<file path="src/inc/stream_table_pkg.sv">
// Purpose: Shared constants for the stream table configuration block.
// Assumes: Registers reached as 32-bit words on a simple word port.
// Notes:   Offsets are byte addresses of 32-bit words.
package stream_table_pkg;

    // Register word offsets.
    localparam logic [7:0] OFS_BASE_LO = 8'h80;
    localparam logic [7:0] OFS_BASE_HI = 8'h84;
    localparam logic [7:0] OFS_CFG     = 8'h88;

    // Base register field positions.
    localparam int BASE_ADDR_MSB = 51;
    localparam int BASE_ADDR_LSB = 6;
    localparam int BASE_RA_BIT   = 62;

    // Configuration register field positions.
    localparam int CFG_FMT_LSB   = 16;
    localparam int CFG_SPLIT_LSB = 6;
    localparam int CFG_SIZE_LSB  = 0;

    // Format encodings.
    localparam logic [1:0] FMT_LINEAR = 2'h0;
    localparam logic [1:0] FMT_TWO_LV = 2'h1;

    // Split encodings.
    localparam logic [4:0] SPLIT_4K  = 5'h06;
    localparam logic [4:0] SPLIT_16K = 5'h08;
    localparam logic [4:0] SPLIT_64K = 5'h0A;

    // Minimum two-level alignment exponent minus one (64 bytes).
    localparam logic [6:0] MIN_ALIGN_TOP = 7'h05;
    localparam logic [6:0] LINEAR_ADD    = 7'h05;
    localparam logic [6:0] TWO_LV_ADD    = 7'h02;

    // Identification-free implementation choices.
    localparam logic [5:0] SID_WIDTH    = 6'h10;
    localparam logic [6:0] OUT_ADDR_BITS = 7'h30;

    // Reset values used when tables are fixed.
    localparam logic [63:0] BASE_RESET = 64'h0000_0000_0000_0000;
    localparam logic [31:0] CFG_RESET  = 32'h0000_0000;

endpackage

</file>
<file path="src/inc/lookup_if.sv">
// Purpose: Carries decoded table configuration to the index calculator.
// Assumes: Single clock domain.
// Notes:   Size is the stored register value; format and split arrive decoded.
interface lookup_if;
    logic        two_level;
    logic [4:0]  split_bits;
    logic [5:0]  size_raw;
    logic [15:0] stream_id;
    logic [15:0] upper_index;
    logic [15:0] leaf_index;
    logic        out_of_range;

    modport cfg  (output two_level, output split_bits, output size_raw, output stream_id,
                  input upper_index, input leaf_index, input out_of_range);
    modport calc (input two_level, input split_bits, input size_raw, input stream_id,
                  output upper_index, output leaf_index, output out_of_range);
endinterface

</file>
<file path="src/hw/stream_index_calc.sv">
// Purpose: Combinational split and range logic for one stream identifier.
// Assumes: Configuration fields come already decoded from registers.
// Notes:   Size is capped at the supported identifier width here.
module stream_index_calc
    import stream_table_pkg::*;
(
    lookup_if.calc lk
);
    logic [5:0]  size_eff;
    logic [4:0]  split_eff;
    logic [16:0] id_limit;

    assign size_eff  = (lk.size_raw > SID_WIDTH) ? SID_WIDTH : lk.size_raw;
    assign split_eff = lk.two_level ? lk.split_bits : 5'h00;
    assign id_limit  = 17'h1_0000 >> (6'h10 - size_eff);

    assign lk.out_of_range = ({1'b0, lk.stream_id} >= id_limit);

    always_comb begin
        lk.leaf_index  = lk.stream_id & ((16'h0001 << split_eff) - 16'h0001);
        lk.upper_index = lk.two_level ? (lk.stream_id >> split_eff) : 16'h0000;
        if (lk.two_level && ({1'b0, split_eff} >= size_eff)) begin
            lk.upper_index = 16'h0000;
        end
    end

endmodule

</file>
<file path="src/hw/stream_table_config.sv">
// Purpose: Stream table base and format registers with derived lookup info.
// Assumes: Word register port, one clock, synchronous active-low reset.
// Notes:   Lookup results are registered one cycle after lookup_valid.
//
// Operation
// - Base holds address bits 51 to 6 and the bit 62 hint; others read as zero.
// - Base bits above output address size read zero, not stored.
// - Linear format aligns base clearing bits size plus five down to zero.
// - Two-level aligns base to max of 64 bytes or upper table size.
// - Alignment uses the raw programmed size, not the capped one.
// - Bit 62 is the read-allocate hint for table fetches.
// - With fixed tables, fields reset to chosen values.
// - Writes ignored while translation enable is one.
// - Registers writable only when enable and acknowledge are both zero.
// - Format 17:16, split 10:6, size 5:0; format and split zero without multi-level support.
// - Format 0 linear, 1 two-level, others act linear.
// - Split gives 6, 8 or 10 leaf bits; others act as 6.
// - Two-level upper index is id above split; leaf below split.
// - Upper level holds at least one descriptor.
// - Size is capped at identifier width for ranges and indices.
// - Out-of-range identifier aborts and may record an event.
// - Fetch attributes come from the second control register fields.
module stream_table_config
    import stream_table_pkg::*;
(
    // Clock and reset.
    input  wire logic        sys_clk,
    input  wire logic        reset_n,
    // Register port.
    input  wire logic        reg_write,
    input  wire logic        reg_read,
    input  wire logic [7:0]  reg_addr,
    input  wire logic [31:0] reg_wdata,
    output logic      [31:0] reg_rdata,
    // Control state from the rest of the unit.
    input  wire logic        translation_enable,
    input  wire logic        control_zero_acknowledge,
    input  wire logic        tables_fixed,
    input  wire logic        multi_level_support,
    input  wire logic        record_invalid_id_enable,
    input  wire logic [3:0]  table_fetch_attr,
    // Lookup request.
    input  wire logic        lookup_valid,
    input  wire logic [15:0] lookup_stream_id,
    // Lookup answer.
    output logic             lookup_done,
    output logic             lookup_abort,
    output logic             out_of_range_id_event,
    output logic      [15:0] upper_index,
    output logic      [15:0] leaf_index,
    output logic      [51:0] fetch_base,
    output logic             fetch_read_alloc,
    output logic      [3:0]  fetch_attr
);

    logic [51:6] base_addr_r;
    logic        read_alloc_hint_r;
    logic [1:0]  table_format_r;
    logic [4:0]  split_r;
    logic [5:0]  table_size_exponent_r;
    logic        wr_allowed;
    logic        two_level;
    logic [4:0]  split_dec;
    logic [6:0]  align_top;
    logic [51:0] base_full;
    logic [51:0] base_aligned;
    logic [51:0] oas_mask;
    logic [31:0] rdata_nxt;

    lookup_if lk ();

    // Decodes a split encoding to its leaf bit count.
    function automatic logic [4:0] decode_split(input logic [4:0] enc);
        case (enc)
            SPLIT_4K, SPLIT_16K, SPLIT_64K: decode_split = enc;
            default:                        decode_split = SPLIT_4K;
        endcase
    endfunction

    assign wr_allowed = !tables_fixed && !translation_enable && !control_zero_acknowledge;

    assign oas_mask = (52'h1 << OUT_ADDR_BITS) - 52'h1;

    always_ff @(posedge sys_clk) begin
        if (!reset_n) begin
            base_addr_r <= BASE_RESET[51:6];
        end else if (reg_write && wr_allowed && reg_addr == OFS_BASE_LO) begin
            base_addr_r[31:6] <= reg_wdata[31:6];
        end else if (reg_write && wr_allowed && reg_addr == OFS_BASE_HI) begin
            base_addr_r[51:32] <= reg_wdata[19:0] & oas_mask[51:32];
        end
    end

    always_ff @(posedge sys_clk) begin
        if (!reset_n) begin
            read_alloc_hint_r <= BASE_RESET[BASE_RA_BIT];
        end else if (reg_write && wr_allowed && reg_addr == OFS_BASE_HI) begin
            read_alloc_hint_r <= reg_wdata[BASE_RA_BIT - 32];
        end
    end

    always_ff @(posedge sys_clk) begin
        if (!reset_n) begin
            table_format_r        <= CFG_RESET[CFG_FMT_LSB +: 2];
            split_r               <= CFG_RESET[CFG_SPLIT_LSB +: 5];
            table_size_exponent_r <= CFG_RESET[CFG_SIZE_LSB +: 6];
        end else if (reg_write && wr_allowed && reg_addr == OFS_CFG) begin
            table_format_r        <= multi_level_support ? reg_wdata[CFG_FMT_LSB +: 2] : 2'h0;
            split_r               <= multi_level_support ? reg_wdata[CFG_SPLIT_LSB +: 5] : 5'h00;
            table_size_exponent_r <= reg_wdata[CFG_SIZE_LSB +: 6];
        end
    end

    assign two_level = (table_format_r == FMT_TWO_LV);
    assign split_dec = decode_split(split_r);

    always_comb begin
        if (!two_level) begin
            align_top = {1'b0, table_size_exponent_r} + LINEAR_ADD;
        end else if ({1'b0, table_size_exponent_r} + TWO_LV_ADD > {2'b00, split_dec} + MIN_ALIGN_TOP) begin
            align_top = {1'b0, table_size_exponent_r} + TWO_LV_ADD - {2'b00, split_dec};
        end else begin
            align_top = MIN_ALIGN_TOP;
        end
    end

    assign base_full = {base_addr_r, 6'h00} & oas_mask;
    assign base_aligned = (align_top >= 7'h33) ? 52'h0
                        : base_full & ~((52'h2 << align_top[5:0]) - 52'h1);

    assign lk.two_level  = two_level;
    assign lk.split_bits = split_dec;
    assign lk.size_raw   = table_size_exponent_r;
    assign lk.stream_id  = lookup_stream_id;

    stream_index_calc u_calc (
        .lk (lk.calc)
    );

    always_ff @(posedge sys_clk) begin
        if (!reset_n) begin
            lookup_done           <= 1'b0;
            lookup_abort          <= 1'b0;
            out_of_range_id_event <= 1'b0;
        end else begin
            lookup_done           <= lookup_valid;
            lookup_abort          <= lookup_valid && lk.out_of_range;
            out_of_range_id_event <= lookup_valid && lk.out_of_range && record_invalid_id_enable;
        end
    end

    always_ff @(posedge sys_clk) begin
        if (!reset_n) begin
            upper_index      <= 16'h0000;
            leaf_index       <= 16'h0000;
            fetch_base       <= 52'h0;
            fetch_read_alloc <= 1'b0;
            fetch_attr       <= 4'h0;
        end else if (lookup_valid) begin
            upper_index      <= lk.upper_index;
            leaf_index       <= lk.leaf_index;
            fetch_base       <= base_aligned;
            fetch_read_alloc <= read_alloc_hint_r;
            fetch_attr       <= table_fetch_attr;
        end
    end

    // Readback shows the literal stored values.
    always_comb begin
        case (reg_addr)
            OFS_BASE_LO: rdata_nxt = {base_addr_r[31:6], 6'h00};
            OFS_BASE_HI: rdata_nxt = {1'b0, read_alloc_hint_r, 10'h000, base_addr_r[51:32]};
            OFS_CFG:     rdata_nxt = {14'h0000, table_format_r, 5'h00, split_r, table_size_exponent_r};
            default:     rdata_nxt = 32'h0000_0000;
        endcase
    end

    always_ff @(posedge sys_clk) begin
        if (!reset_n) begin
            reg_rdata <= 32'h0000_0000;
        end else if (reg_read) begin
            reg_rdata <= rdata_nxt;
        end
    end

    // Assertions.
    AST_WRITE_BLOCKED: assert property (@(posedge sys_clk) disable iff (!reset_n)
        (reg_write && translation_enable && reg_addr == OFS_CFG) |=> $stable(table_size_exponent_r))
        else $error("configuration changed while enabled");

    AST_WRITE_TAKEN: assert property (@(posedge sys_clk) disable iff (!reset_n)
        (reg_write && wr_allowed && reg_addr == OFS_CFG)
        |=> table_size_exponent_r == $past(reg_wdata[5:0]))
        else $error("allowed write not stored");

    AST_LINEAR_ALIGN: assert property (@(posedge sys_clk) disable iff (!reset_n)
        (!two_level && table_size_exponent_r < 6'h28)
        |-> (base_aligned & ((52'h1 << (table_size_exponent_r + 6'h06)) - 52'h1)) == 52'h0)
        else $error("linear base not aligned");

    AST_TWO_LV_MIN: assert property (@(posedge sys_clk) disable iff (!reset_n)
        two_level |-> base_aligned[5:0] == 6'h00)
        else $error("two-level base below 64 bytes");

    AST_ABORT: assert property (@(posedge sys_clk) disable iff (!reset_n)
        (lookup_valid && lookup_stream_id >= (17'h1_0000 >> (6'h10 - lk.size_raw)) && lk.size_raw <= 6'h10)
        |=> lookup_abort && lookup_done)
        else $error("out of range id not aborted");

    AST_EVENT_GATED: assert property (@(posedge sys_clk) disable iff (!reset_n)
        out_of_range_id_event |-> lookup_abort && $past(record_invalid_id_enable))
        else $error("event recorded without permission");

    AST_RA_OUT: assert property (@(posedge sys_clk) disable iff (!reset_n)
        lookup_valid |=> fetch_read_alloc == $past(read_alloc_hint_r))
        else $error("read allocate hint not forwarded");

    AST_NO_ML: assert property (@(posedge sys_clk) disable iff (!reset_n)
        (reg_write && wr_allowed && reg_addr == OFS_CFG && !multi_level_support)
        |=> table_format_r == 2'h0 && split_r == 5'h00)
        else $error("format stored without multi-level support");

    AST_LEAF: assert property (@(posedge sys_clk) disable iff (!reset_n)
        (lookup_valid && two_level) |=> leaf_index == ($past(lookup_stream_id) & ((16'h1 << $past(split_dec)) - 16'h1)))
        else $error("leaf index wrong");

    AST_BASE_LO_STORE: assert property (@(posedge sys_clk) disable iff (!reset_n)
        (reg_write && wr_allowed && reg_addr == OFS_BASE_LO)
        |=> base_addr_r[31:6] == $past(reg_wdata[31:6]))
        else $error("low base word not stored");

    // Bits above the output address size must never leak into a fetch address.
    AST_OAS_ZERO: assert property (@(posedge sys_clk) disable iff (!reset_n)
        (fetch_base & ~oas_mask) == 52'h0)
        else $error("fetch base above output address size");

    AST_RA_STORE: assert property (@(posedge sys_clk) disable iff (!reset_n)
        (reg_write && wr_allowed && reg_addr == OFS_BASE_HI)
        |=> read_alloc_hint_r == $past(reg_wdata[BASE_RA_BIT - 32]))
        else $error("read allocate hint not stored");

    AST_RESET_ZERO: assert property (@(posedge sys_clk) disable iff (!reset_n)
        !$past(reset_n) |-> base_addr_r == BASE_RESET[51:6] && table_size_exponent_r == 6'h00 && !lookup_done)
        else $error("state not at reset value after reset");

    AST_FIXED_RO: assert property (@(posedge sys_clk) disable iff (!reset_n)
        (reg_write && tables_fixed) |=> $stable(base_addr_r) && $stable(table_format_r))
        else $error("fixed tables were written");

    AST_ACK_RO: assert property (@(posedge sys_clk) disable iff (!reset_n)
        (reg_write && control_zero_acknowledge) |=> $stable(split_r) && $stable(read_alloc_hint_r))
        else $error("write taken while acknowledge set");

    AST_LINEAR_UPPER: assert property (@(posedge sys_clk) disable iff (!reset_n)
        (lookup_valid && table_format_r != FMT_TWO_LV) |=> upper_index == 16'h0000)
        else $error("linear lookup produced an upper index");

    AST_SPLIT_DEC: assert property (@(posedge sys_clk) disable iff (!reset_n)
        split_dec == SPLIT_4K || split_dec == SPLIT_16K || split_dec == SPLIT_64K)
        else $error("split decoded to unsupported width");

    // A split at or above the size leaves a single upper descriptor, index zero.
    AST_SINGLE_DESC: assert property (@(posedge sys_clk) disable iff (!reset_n)
        (lookup_valid && two_level && split_dec >= table_size_exponent_r[4:0] && table_size_exponent_r < 6'h20)
        |=> upper_index == 16'h0000)
        else $error("upper index not zero with one descriptor");

    AST_SIZE_CAP: assert property (@(posedge sys_clk) disable iff (!reset_n)
        (lookup_valid && table_size_exponent_r >= 6'h10) |=> !lookup_abort)
        else $error("abort although size covers every identifier");

    // Raw size above the identifier width still widens the linear alignment.
    AST_RAW_ALIGN: assert property (@(posedge sys_clk) disable iff (!reset_n)
        (!two_level && table_size_exponent_r > 6'h10 && table_size_exponent_r < 6'h28)
        |-> base_aligned[21:0] == 22'h000000)
        else $error("alignment not taken from raw size");

    AST_ATTR: assert property (@(posedge sys_clk) disable iff (!reset_n)
        lookup_valid |=> fetch_attr == $past(table_fetch_attr))
        else $error("fetch attributes not forwarded");

    AST_COMB_BASE: assert property (@(posedge sys_clk) disable iff (!reset_n)
        lookup_valid |=> fetch_base == $past(base_aligned))
        else $error("fetch base not from current fields");

    AST_DONE_PULSE: assert property (@(posedge sys_clk) disable iff (!reset_n)
        lookup_done |-> $past(lookup_valid))
        else $error("done without a request");

    // Read data must stand until the next read strobe.
    AST_RDATA_HOLD: assert property (@(posedge sys_clk) disable iff (!reset_n)
        !reg_read |=> $stable(reg_rdata))
        else $error("read data changed without a read");

endmodule

</file>
<file path="config.mk">
export PLATFORM = sky130hd
export DESIGN_NAME = stream_table_config
export DESIGN_NICKNAME = d
export VERILOG_FILES = /design/src/inc/stream_table_pkg.sv /design/src/inc/lookup_if.sv /design/src/hw/stream_index_calc.sv /design/src/hw/stream_table_config.sv
export SDC_FILE = /design/constraint.sdc
export NUM_CORES = 1
export LEC_CHECK = 0
export BUFFER_PORTS_ARGS = -buffer_cell sky130_fd_sc_hd__buf_4
export CORE_MARGIN = 2
export CORE_UTILIZATION = 39
export DETAILED_ROUTE_END_ITERATION = 12
export PLACE_DENSITY = 0.64
export SLEW_MARGIN = 20
export SYNTH_ARGS = -nofsm -noshare
export SYNTH_HDL_FRONTEND = slang
export SYNTH_HIERARCHICAL = 1
export SYNTH_SLANG_ARGS = --single-unit
</file>
<file path="constraint.sdc">
create_clock -name sys_clk -period 7.8 [get_ports sys_clk]
set_input_delay 1.56 -clock sys_clk [delete_from_list [all_inputs] [get_ports sys_clk]]
set_output_delay 1.56 -clock sys_clk [all_outputs]
set_load 0.03 [all_outputs]
</file>
# After elaboration in Yosys (flattened, before gate mapping)
# Cells that the tools add are included.
# totals
inputBits	70
output_inout_bits	124
reg_bits	180
word_cells	67
# classes
shifts	4
n_lt_le_gt_ge	5
muxes	11
addsub	7
n_reduce_logical	14
n_eq_ne	7
bitwise	4
# op_table
op	count
case mux 32 bit (3 select lines)	1
AND 48 x 52 -> 52 bit	1
2-to-1 mux 52 bit	1
NOT 52 bit	1
<< shifter 2 x 6 -> 52 bit, first input constant	1
subtractor 52 x 1 -> 52 bit, second input constant	1
2-to-1 mux 16 bit	2
== test 8 bit, second input constant	3
>= comparator 16 x 17 -> 1 bit	1
right shift 17 x 6 -> 17 bit, first input constant	1
AND 16 bit	1
<< shifter 1 x 5 -> 16 bit, first input constant	1
right shift 16 x 5 -> 16 bit	1
subtractor 16 x 1 -> 16 bit, second input constant	1
2-to-1 mux 5 bit	3
2-to-1 mux 7 bit	2
== test 5 x 4 -> 1 bit, second input constant	2
logical AND 1 bit	9
adder 6 x 2 -> 7 bit, second input constant	1
adder 6 x 3 -> 7 bit, second input constant	1
>= comparator 7 x 6 -> 1 bit, second input constant	1
> comparator 7 x 6 -> 1 bit	1
subtractor 7 x 5 -> 7 bit	1
adder 5 x 3 -> 6 bit, second input constant	1
11 further kinds	13

# Depth between registers and ports, before layout
# Gate-level depths: netlist of run 1.
# depth
ltp_word	12
ltp_mapped	16

# By module
# Netlist of run 1, hierarchy kept.
# by_module_without_submodules
module	cells_each	area_each_um2	instances
stream_table_config	901	8089.0	1
stream_index_calc	283	1940.6	1

# Worst setup path after synthesis of run 1
# OpenSTA, ideal clock, no wires.
# synth_timing
path_type	input -> register
startpoint	input reg_addr[5]
endpoint	register base_addr_r[37] in the netlist's numbering
slack_ps	3964
cell_stages	7
arrival_time_ps	3720
t_required_ps	7683
cell_sequence	or4b_2 > nor3_1 > nand3_1 > clkbuf_1 > clkbuf_1 > mux2i_1 > nor2b_1
# synth_between
elab_chain_cells	4
word_cells_on_any_way	6
classes_between	2 x eq/ne; 1 x bitwise; 3 x reduce/logical
# synth_rtl
element	line	rtl
from (decl)	stream_table_config.sv:32	input wire logic [7:0] reg_addr,
== test 8 bit	stream_table_config.sv:87	end else if (reg_write && wr_allowed && reg_addr == OFS_BASE_LO) begin
logical AND 1 bit	stream_table_config.sv:87	
NOT 1 bit (no source line)	--	
AND reduction 2 bit (no source line) *	--	
to (signal assigned)	stream_table_config.sv:86	base_addr_r <= BASE_RESET[51:6];
to (decl)	stream_table_config.sv:56	logic [51:6] base_addr_r;
# Every way passes the cells marked *; elsewhere a longest branch is shown, timed or not.
# A chain may end at the register's enable or synchronous reset.

# Worst setup path after layout of run 1
# layout_timing
startpoint	register table_size_exponent_r[2], in the netlist lk.size_raw[2]
endpoint	register fetch_base[42]
# layout_between
elab_chain_cells	9
word_cells_on_any_way	12
classes_between	4 x add/sub; 2 x order compare; 1 x shift; 3 x mux; 2 x bitwise
# layout_rtl
element	line	rtl
from (decl)	stream_table_config.sv:60	logic [5:0] table_size_exponent_r;
from (signal assigned)	stream_table_config.sv:106	table_size_exponent_r <= CFG_RESET[CFG_SIZE_LSB +: 6];
from (signal assigned)	stream_table_config.sv:110	table_size_exponent_r <= reg_wdata[CFG_SIZE_LSB +: 6];
adder 6 x 2 -> 7 bit	stream_table_config.sv:120, stream_table_config.sv:121	
subtractor 7 x 5 -> 7 bit or > comparator 7 x 6 -> 1 bit (tied branches)	stream_table_config.sv:121, stream_table_config.sv:120	
2-to-1 mux 7 bit	stream_table_config.sv:120	end else if ({1'b0, table_size_exponent_r} + TWO_LV_ADD > {2'b00, split_dec} + MIN_ALIGN_TOP) begin
2-to-1 mux 7 bit *	stream_table_config.sv:118	if (!two_level) begin
<< shifter 2 x 6 -> 52 bit	stream_table_config.sv:129	: base_full & ~((52'h2 << align_top[5:0]) - 52'h1);
subtractor 52 x 1 -> 52 bit	stream_table_config.sv:129	
NOT 52 bit	stream_table_config.sv:129	
AND 48 x 52 -> 52 bit	stream_table_config.sv:129	
2-to-1 mux 52 bit *	stream_table_config.sv:128	assign base_aligned = (align_top >= 7'h33) ? 52'h0
to (signal assigned)	stream_table_config.sv:162	fetch_base <= base_aligned;
to (decl)	stream_table_config.sv:51	output logic [51:0] fetch_base,
# Marks and branches as above.

==> impl_metrics.csv, run 1 <==
group,metric,value,unit
route,wl_per_cell,20.3,microns
timing,skew,16.0,ps
floorplan,placementRows,58,
final_layout,antenna_cells,0,
synth,avgSynthCellArea,8.47,sq um
timing,clock.fmax,200,MHz
synth,synth_compound_area_share,21.3,%
route,drc_errors,0,
floorplan,core_area,0.0252,sq mm
synth,syn_inst,1184,
setup_path,cp_cell_sequence,"ha_1, nand3_1, xnor2_1, ha_1, a21oi_1, nand2_1, or3_1, a31oi_1, a311o_1, and2_1, a31oi_4, a32o_1",
setup_path,cp.required,8120,ps
final_layout,instances_no_fill,1670,
clocking,numCtsBuffers,17,
synth,ys_warn_count,6,
synth,ys_ff_latch,170,
global_route,antenna_found_initial,1,
clocking,cts_setup_buffers,0,
clocking,clk_path_buf_depth,2,
timing,tns,0,ps
final_layout,final_common_cell,"buf_4",
place,numPlacedInstances,1638,
place,placed_area,0.0115,sq mm
setup_path,arrival,5320,ps
synth,synth_top_area_share,33.9,%
setup_path,cp_slowest_cell,"dfxtp_1",
route,drt_iter0_markers,780,
synth,async_flop_share,0,%
timing,min_period,5000,ps
clocking,cts_max_level,4,
run_status,status,"completed",
clocking,clkTransAtPathRegs,80,ps
route,viasPerCell,5.60,
timing,finalHoldViolCount,0,
setup_path,crit_fanout,20,
timing,worstMarginPinSlew,921,ps
timing,finalMaxSlewViolations,0,
synth,synth.area.top_cells,"dfxtp_1 34%, mux2i_1 7.4%, nor2b_1 6.2%, nand2_1 5.4%, ha_1 4.4%",
synth,synth_top_cell_by_area,"dfxtp_1",
global_route,grt.overflow.total,0,
floorplan,die-area,0.0270,sq mm
place,gp_congestion,1.01,
synth,synth_simple_gate_area_share,23.9,%
synth,synth_xor_area_share,1.75,%
synth,synthMuxAreaShare,8.62,%
setup_path,crit_path_end_kind,"flop",
global_route,grt_max_degree,111,
synth,synth_area,0.0100,sq mm
pwr,p_per_area,159,mW/mm^2
route,dr.pass1.iters,5,
clocking,holdBufCountCts,0,
floorplan,dieHeight,164,microns
final_layout,syn_to_final_growth,21.3,%
clocking,ctsResizeCount,0,
global_route,grt_pass1_vias,8872,
final_layout,layout_common_cells,"191 x buf_4, 170 x dfxtp_1, 145 x nand2_1",
clocking,insertion_delay,440,ps
timing,setup-violations-final,0,
synth,synth-edff-count,0,
route,dr_total_vias,9358,
setup_path,cpPeakStageDelay,730,ps
global_route,grt.total_usage,24.7,%
floorplan,ios,194,
timing,rsz0062_at_grt,"false",
synth,synthFlopType,"dfxtp_1",
route,wl,33800,microns
setup_path,path_common_cell,"ha_1",
synth,yosysSeqAreaShare,33.9,%
final_layout,fin_area,0.0122,sq mm
place,port_buffers,183,
pwr,p_leak,0.00493,uW
floorplan,die_x,164,microns
flow_run,cap_violations,0,
final_layout,finalNetCount,1433,
synth,synth_fa_ha_area_share,4.68,%
setup_path,startpoint_type,"flop",
timing,relSlewSlack,38.6,%
clocking,root_buffer,"clkbuf_16",
route,antenna_left,0,
pwr,vdd_drop_max,0.169,mV
clocking,clkSinkCount,170,
place,hpwl,25100,microns
setup_path,setup.worst_path.class,"reg -> reg",
final_layout,drive_above_1_share,19.9,%
synth,synth_top_family_by_area,"simple AND/OR/NAND/NOR gates",
floorplan,start_util,39.8,%
timing,fin_crit_sh,64.1,%
worst_hold_path,min_path_type,"reg -> reg",
clocking,cts_tree,"yes",
synth,synth_cell_type_count,88,
global_route,grt_pass1_wl,51100,microns
sequential cells by signal, indices dropped and copies added (netlist names), 2 cells and up:
signal / count
base_addr_r: 42
fetch_attr: 4
fetch_base: 42
leaf_index: 16
lk.size_raw: 6
reg_rdata: 32
split_r: 5
table_format_r: 2
upper_index: 16
Yosys cell counts (4+ instances only):
cell / count
buf_2: 6
nand2b_1: 15
nand4_1: 6
a22o_1: 8
or3_1: 5
and3_1: 6
xnor2_1: 16
nand3_1: 45
o22ai_1: 13
o211ai_1: 6
inv_1: 32
nor3_1: 18
mux2i_1: 74
a211oi_1: 10
ha_1: 35
a32o_1: 27
buf_6: 7
and2_1: 23
a21o_1: 5
o2111ai_1: 5
a22oi_1: 4
buf_4: 14
nor4_1: 5
a32oi_1: 10
a21boi_0: 53
o21a_1: 8
buf_1: 5
nand2_2: 5
mux2_2: 4
xor2_1: 4
clkbuf_1: 55
a31oi_1: 9
o21ai_0: 37
nor2_1: 51
a21oi_1: 56
dfxtp_1: 170
nor2b_1: 100
o21ai_1: 5
or2_2: 6
nand2_1: 145
final cells by class:
class	instances	area [sq um]
fillers	2500	13000
multi-input cells	912	6150
flip-flops and latches	170	3400
repair buffers	191	1430
clock buffers	17	425
well taps	330	413
clock inverters	15	214
inverters	35	133
final timing paths:
check	startpoint	end	slack, ps	cells past startpoint
setup / recovery	lk.size_raw[2]	fetch_base[42]	2800	12
hold / removal	table_format_r[1]	table_format_r[1]	480	2
setup reg to reg	lk.size_raw[2]	fetch_base[42]	2800	12
hold reg to reg	table_format_r[1]	table_format_r[1]	480	2
worst max-delay path: cells and delay by family, from the launching register on:
family                     cells  cell delay (ps)
AOI/OAI and AO/OA              5             1660
xor gates and xnor gates       1              480
adders and majority gates      2              640
DFF                            1              730
and+or+nand+nor                4             1350
routing by layer:
layer | part of all wire (%) | GRT usage (%)
met1 | 42 | 31.2
met2 | 47 | 41.3
met3 | 6.9 | 5.00
met4 | 3.5 | 9.73
met5 | 0.047 | 0
power by group:
group          switching (uW)  total [uW]  internal [uW]
Clock                     463         910            447
Combinational            89.0         150           60.9
Sequential              0.861         870            869
per-stage QoR:
| stage | util, % | hold WS, ps | setup WS, ps | power [uW] |
|---|---|---|---|---|
| global placement | 45.8 | 454 | 3050 | 1040 |
| global route | 48.3 | 504 | 2420 | 1990 |
| finish | 48.3 | 484 | 2800 | 1930 |
| detailed placement | 45.8 | 460 | 2890 | 1040 |
| CTS | 48.3 | 484 | 2880 | 1940 |
| floorplan | - | 445 | 3960 | 980 |
kinds of logic (layout without fill, tap and decap cells):
logic type / count (synthesis) / count (layout)
simple gates: 458 / 458
compound gates: 293 / 293
flops: 170 / 170
buf+inv: 122 / 258
mux: 82 / 82
fa+ha+maj: 37 / 37
xor+xnor: 20 / 20
other cells: 2 / 22
Power figures use the tool's default switching activity.
==> run 2, diff against run 1 <==
Clock period 7.8 ns to 4.6 ns, I/O delays scaled along.
==> run 2 against run 1 <==
Effect of this change:
- via count is 1.7% higher
- sequential power up 70%
- critical endpoint unchanged
- core utilization rose by 0.38 points
- non-clock buffer count up 12
- register-to-register slack lost 2400 ps
- critical path depth did not move
- power increased by 71%
- highest routed layer is now met4
==> impl_metrics.csv, run 2 (synthesis gave the netlist of run 1 again) <==
group,metric,value,unit
worst_hold_path,hold_depth,2,
route,dr_total_vias,9521,
clocking,cts_tree,"yes",
global_route,grt.overflow.total,0,
setup_path,cp.required,4990,ps
setup_path,r2r-end,"fetch_base[42]",
timing,skew,17.7,ps
worst_hold_path,hold_start,"table_format_r[1]",
route,wl,34800,microns
setup_path,startpoint_type,"flop",
floorplan,dieHeight,164,microns
final_layout,fin_area,0.0123,sq mm
final_layout,finalNetCount,1445,
final_layout,multi_input_area,0.00615,sq mm
route,antenna_left,0,
pwr,vdd_drop_max,0.234,mV
clocking,cts_max_level,4,
clocking,insertion_delay,450,ps
global_route,grt.total_usage,25.7,%
floorplan,core_area,0.0252,sq mm
setup_path,setup.worst_path.class,"reg -> reg",
setup_path,rr_startpoint,"lk.size_raw[1]",
global_route,antenna_found_initial,0,
final_layout,antenna_cells,0,
final_layout,seqCellArea,0.00340,sq mm
timing,relSlewSlack,40.2,%
place,hpwl,26000,microns
timing,min_period,4170,ps
place,port_buffers,183,
timing,finalHoldViolCount,0,
route,viasPerCell,5.66,
setup_path,arrival,4560,ps
timing,rsz0062_at_grt,"false",
setup_path,crit_path_end_kind,"flop",
timing,setup-violations-final,0,
floorplan,placementRows,58,
worst_hold_path,min_path_type,"reg -> reg",
timing,finalMaxSlewViolations,0,
route,wl_per_cell,20.7,microns
final_layout,fillCellCount,2435,
setup_path,crit_fanout,18,
floorplan,die_x,164,microns
timing,fin_crit_sh,90.8,%
timing,tns,0,ps
final_layout,final_common_cell,"buf_4",
clocking,clk_path_buf_depth,2,
floorplan,start_util,39.8,%
flow_run,cap_violations,0,
clocking,holdBufCountCts,0,
run_status,status,"completed",
global_route,grt_pass1_vias,8935,
place,placed_area,0.0116,sq mm
final_layout,drive_above_1_share,20.6,%
setup_path,reg2reg_slack,430,ps
route,drc_errors,0,
worst_hold_path,hold_end,"table_format_r[1]",
timing,clock.fmax,240,MHz
final_layout,largestRegisters,"base_addr_r (42), fetch_base (42), reg_rdata (32)",
clocking,clkSinkCount,170,
clocking,numCtsBuffers,17,
final_layout,syn_to_final_growth,22.3,%
route,dr.pass1.iters,7,
clocking,root_buffer,"clkbuf_16",
global_route,grt_max_degree,100,
place,gp_congestion,0.981,
timing,worstMarginPinSlew,884,ps
clocking,cts_setup_buffers,0,
final_layout,layout_common_cells,"203 x buf_4, 170 x dfxtp_1, 145 x nand2_1",
global_route,grt_pass1_wl,52600,microns
clocking,clkTransAtPathRegs,80,ps
clocking,ctsResizeCount,0,
setup_path,reg2reg_depth,12,
floorplan,ios,194,
pwr,p_per_area,269,mW/mm^2
pwr,p_leak,0.00499,uW
route,drt_iter0_markers,813,
floorplan,die-area,0.0270,sq mm
==> run 2: through the flow <==
stage / setup WS (ps) / instances / hold slack [ps] / total power, uW / utilization (%)
6_report: 425 / 1682 / 474 / 3300 / 48.7
5_1_grt: 104 / 1682 / 514 / 3410 / 48.7
4_1_cts: 489 / 1682 / 477 / 3320 / 48.7
3_5_place_dp: 517 / 1650 / 468 / 1760 / 46.1
3_3_place_gp: 647 / 1650 / 460 / 1760 / 46.1
2_1_floorplan: 1020 / 1204 / 445 / 1660 / -
==> run 2: cell type report <==
cell class                      instances  share of cell area (%)
Multi-Input combinational cell        912                    50.1
Clock buffer                           17                    3.47
Tap cell                              330                    3.37
Inverter                               35                    1.08
Clock inverter                         15                    1.80
Sequential cell                       170                    27.7
Timing Repair Buffer                  203                    12.4
==> run 2: critical path: stages (launching register included) <==
cell	delay (ps)
dfxtp_1	620
ha_1	270
nand3_1	150
xnor2_1	480
ha_1	350
nand3_1	110
a21oi_1	90
nor3_1	460
nor2_1	220
a311o_1	330
and2_1	270
a31oi_4	500
a32o_1	260
==> run 2: report_power, final <==
| part | total, uW | internal (uW) | switching, uW | leakage, uW |
|---|---|---|---|---|
| clock | 1570 | 764 | 801 | 0.000309 |
| combinational | 255 | 103 | 152 | 0.00331 |
| sequential | 1480 | 1470 | 1.52 | 0.00137 |
==> run 2: layer usage <==
| layer | vias up | track usage (%) | part of all wire, % | wire length, microns |
|---|---|---|---|---|
| li1 | 4490 | - | - | - |
| met5 | - | 0 | 0 | 0 |
| met1 | 4468 | 32.3 | 41 | 14300 |
| met2 | 485 | 42.5 | 47 | 16400 |
| met3 | 78 | 5.48 | 8.0 | 2780 |
| met4 | 0 | 11.0 | 3.8 | 1340 |
==> run 2: worst max path at each step <==
| stage | from | end | slack, ps | cells after the start |
|---|---|---|---|---|
| after floorplan | split_r[4] | fetch_base[23] | 1020 | 15 |
| after global placement | lk.size_raw[1] | fetch_base[45] | 650 | 12 |
| after detailed placement | lk.size_raw[1] | fetch_base[46] | 520 | 12 |
| after CTS | lk.size_raw[1] | fetch_base[42] | 490 | 12 |
| after global routing | lk.size_raw[1] | fetch_base[23] | 100 | 12 |
| final | lk.size_raw[1] | fetch_base[42] | 430 | 12 |
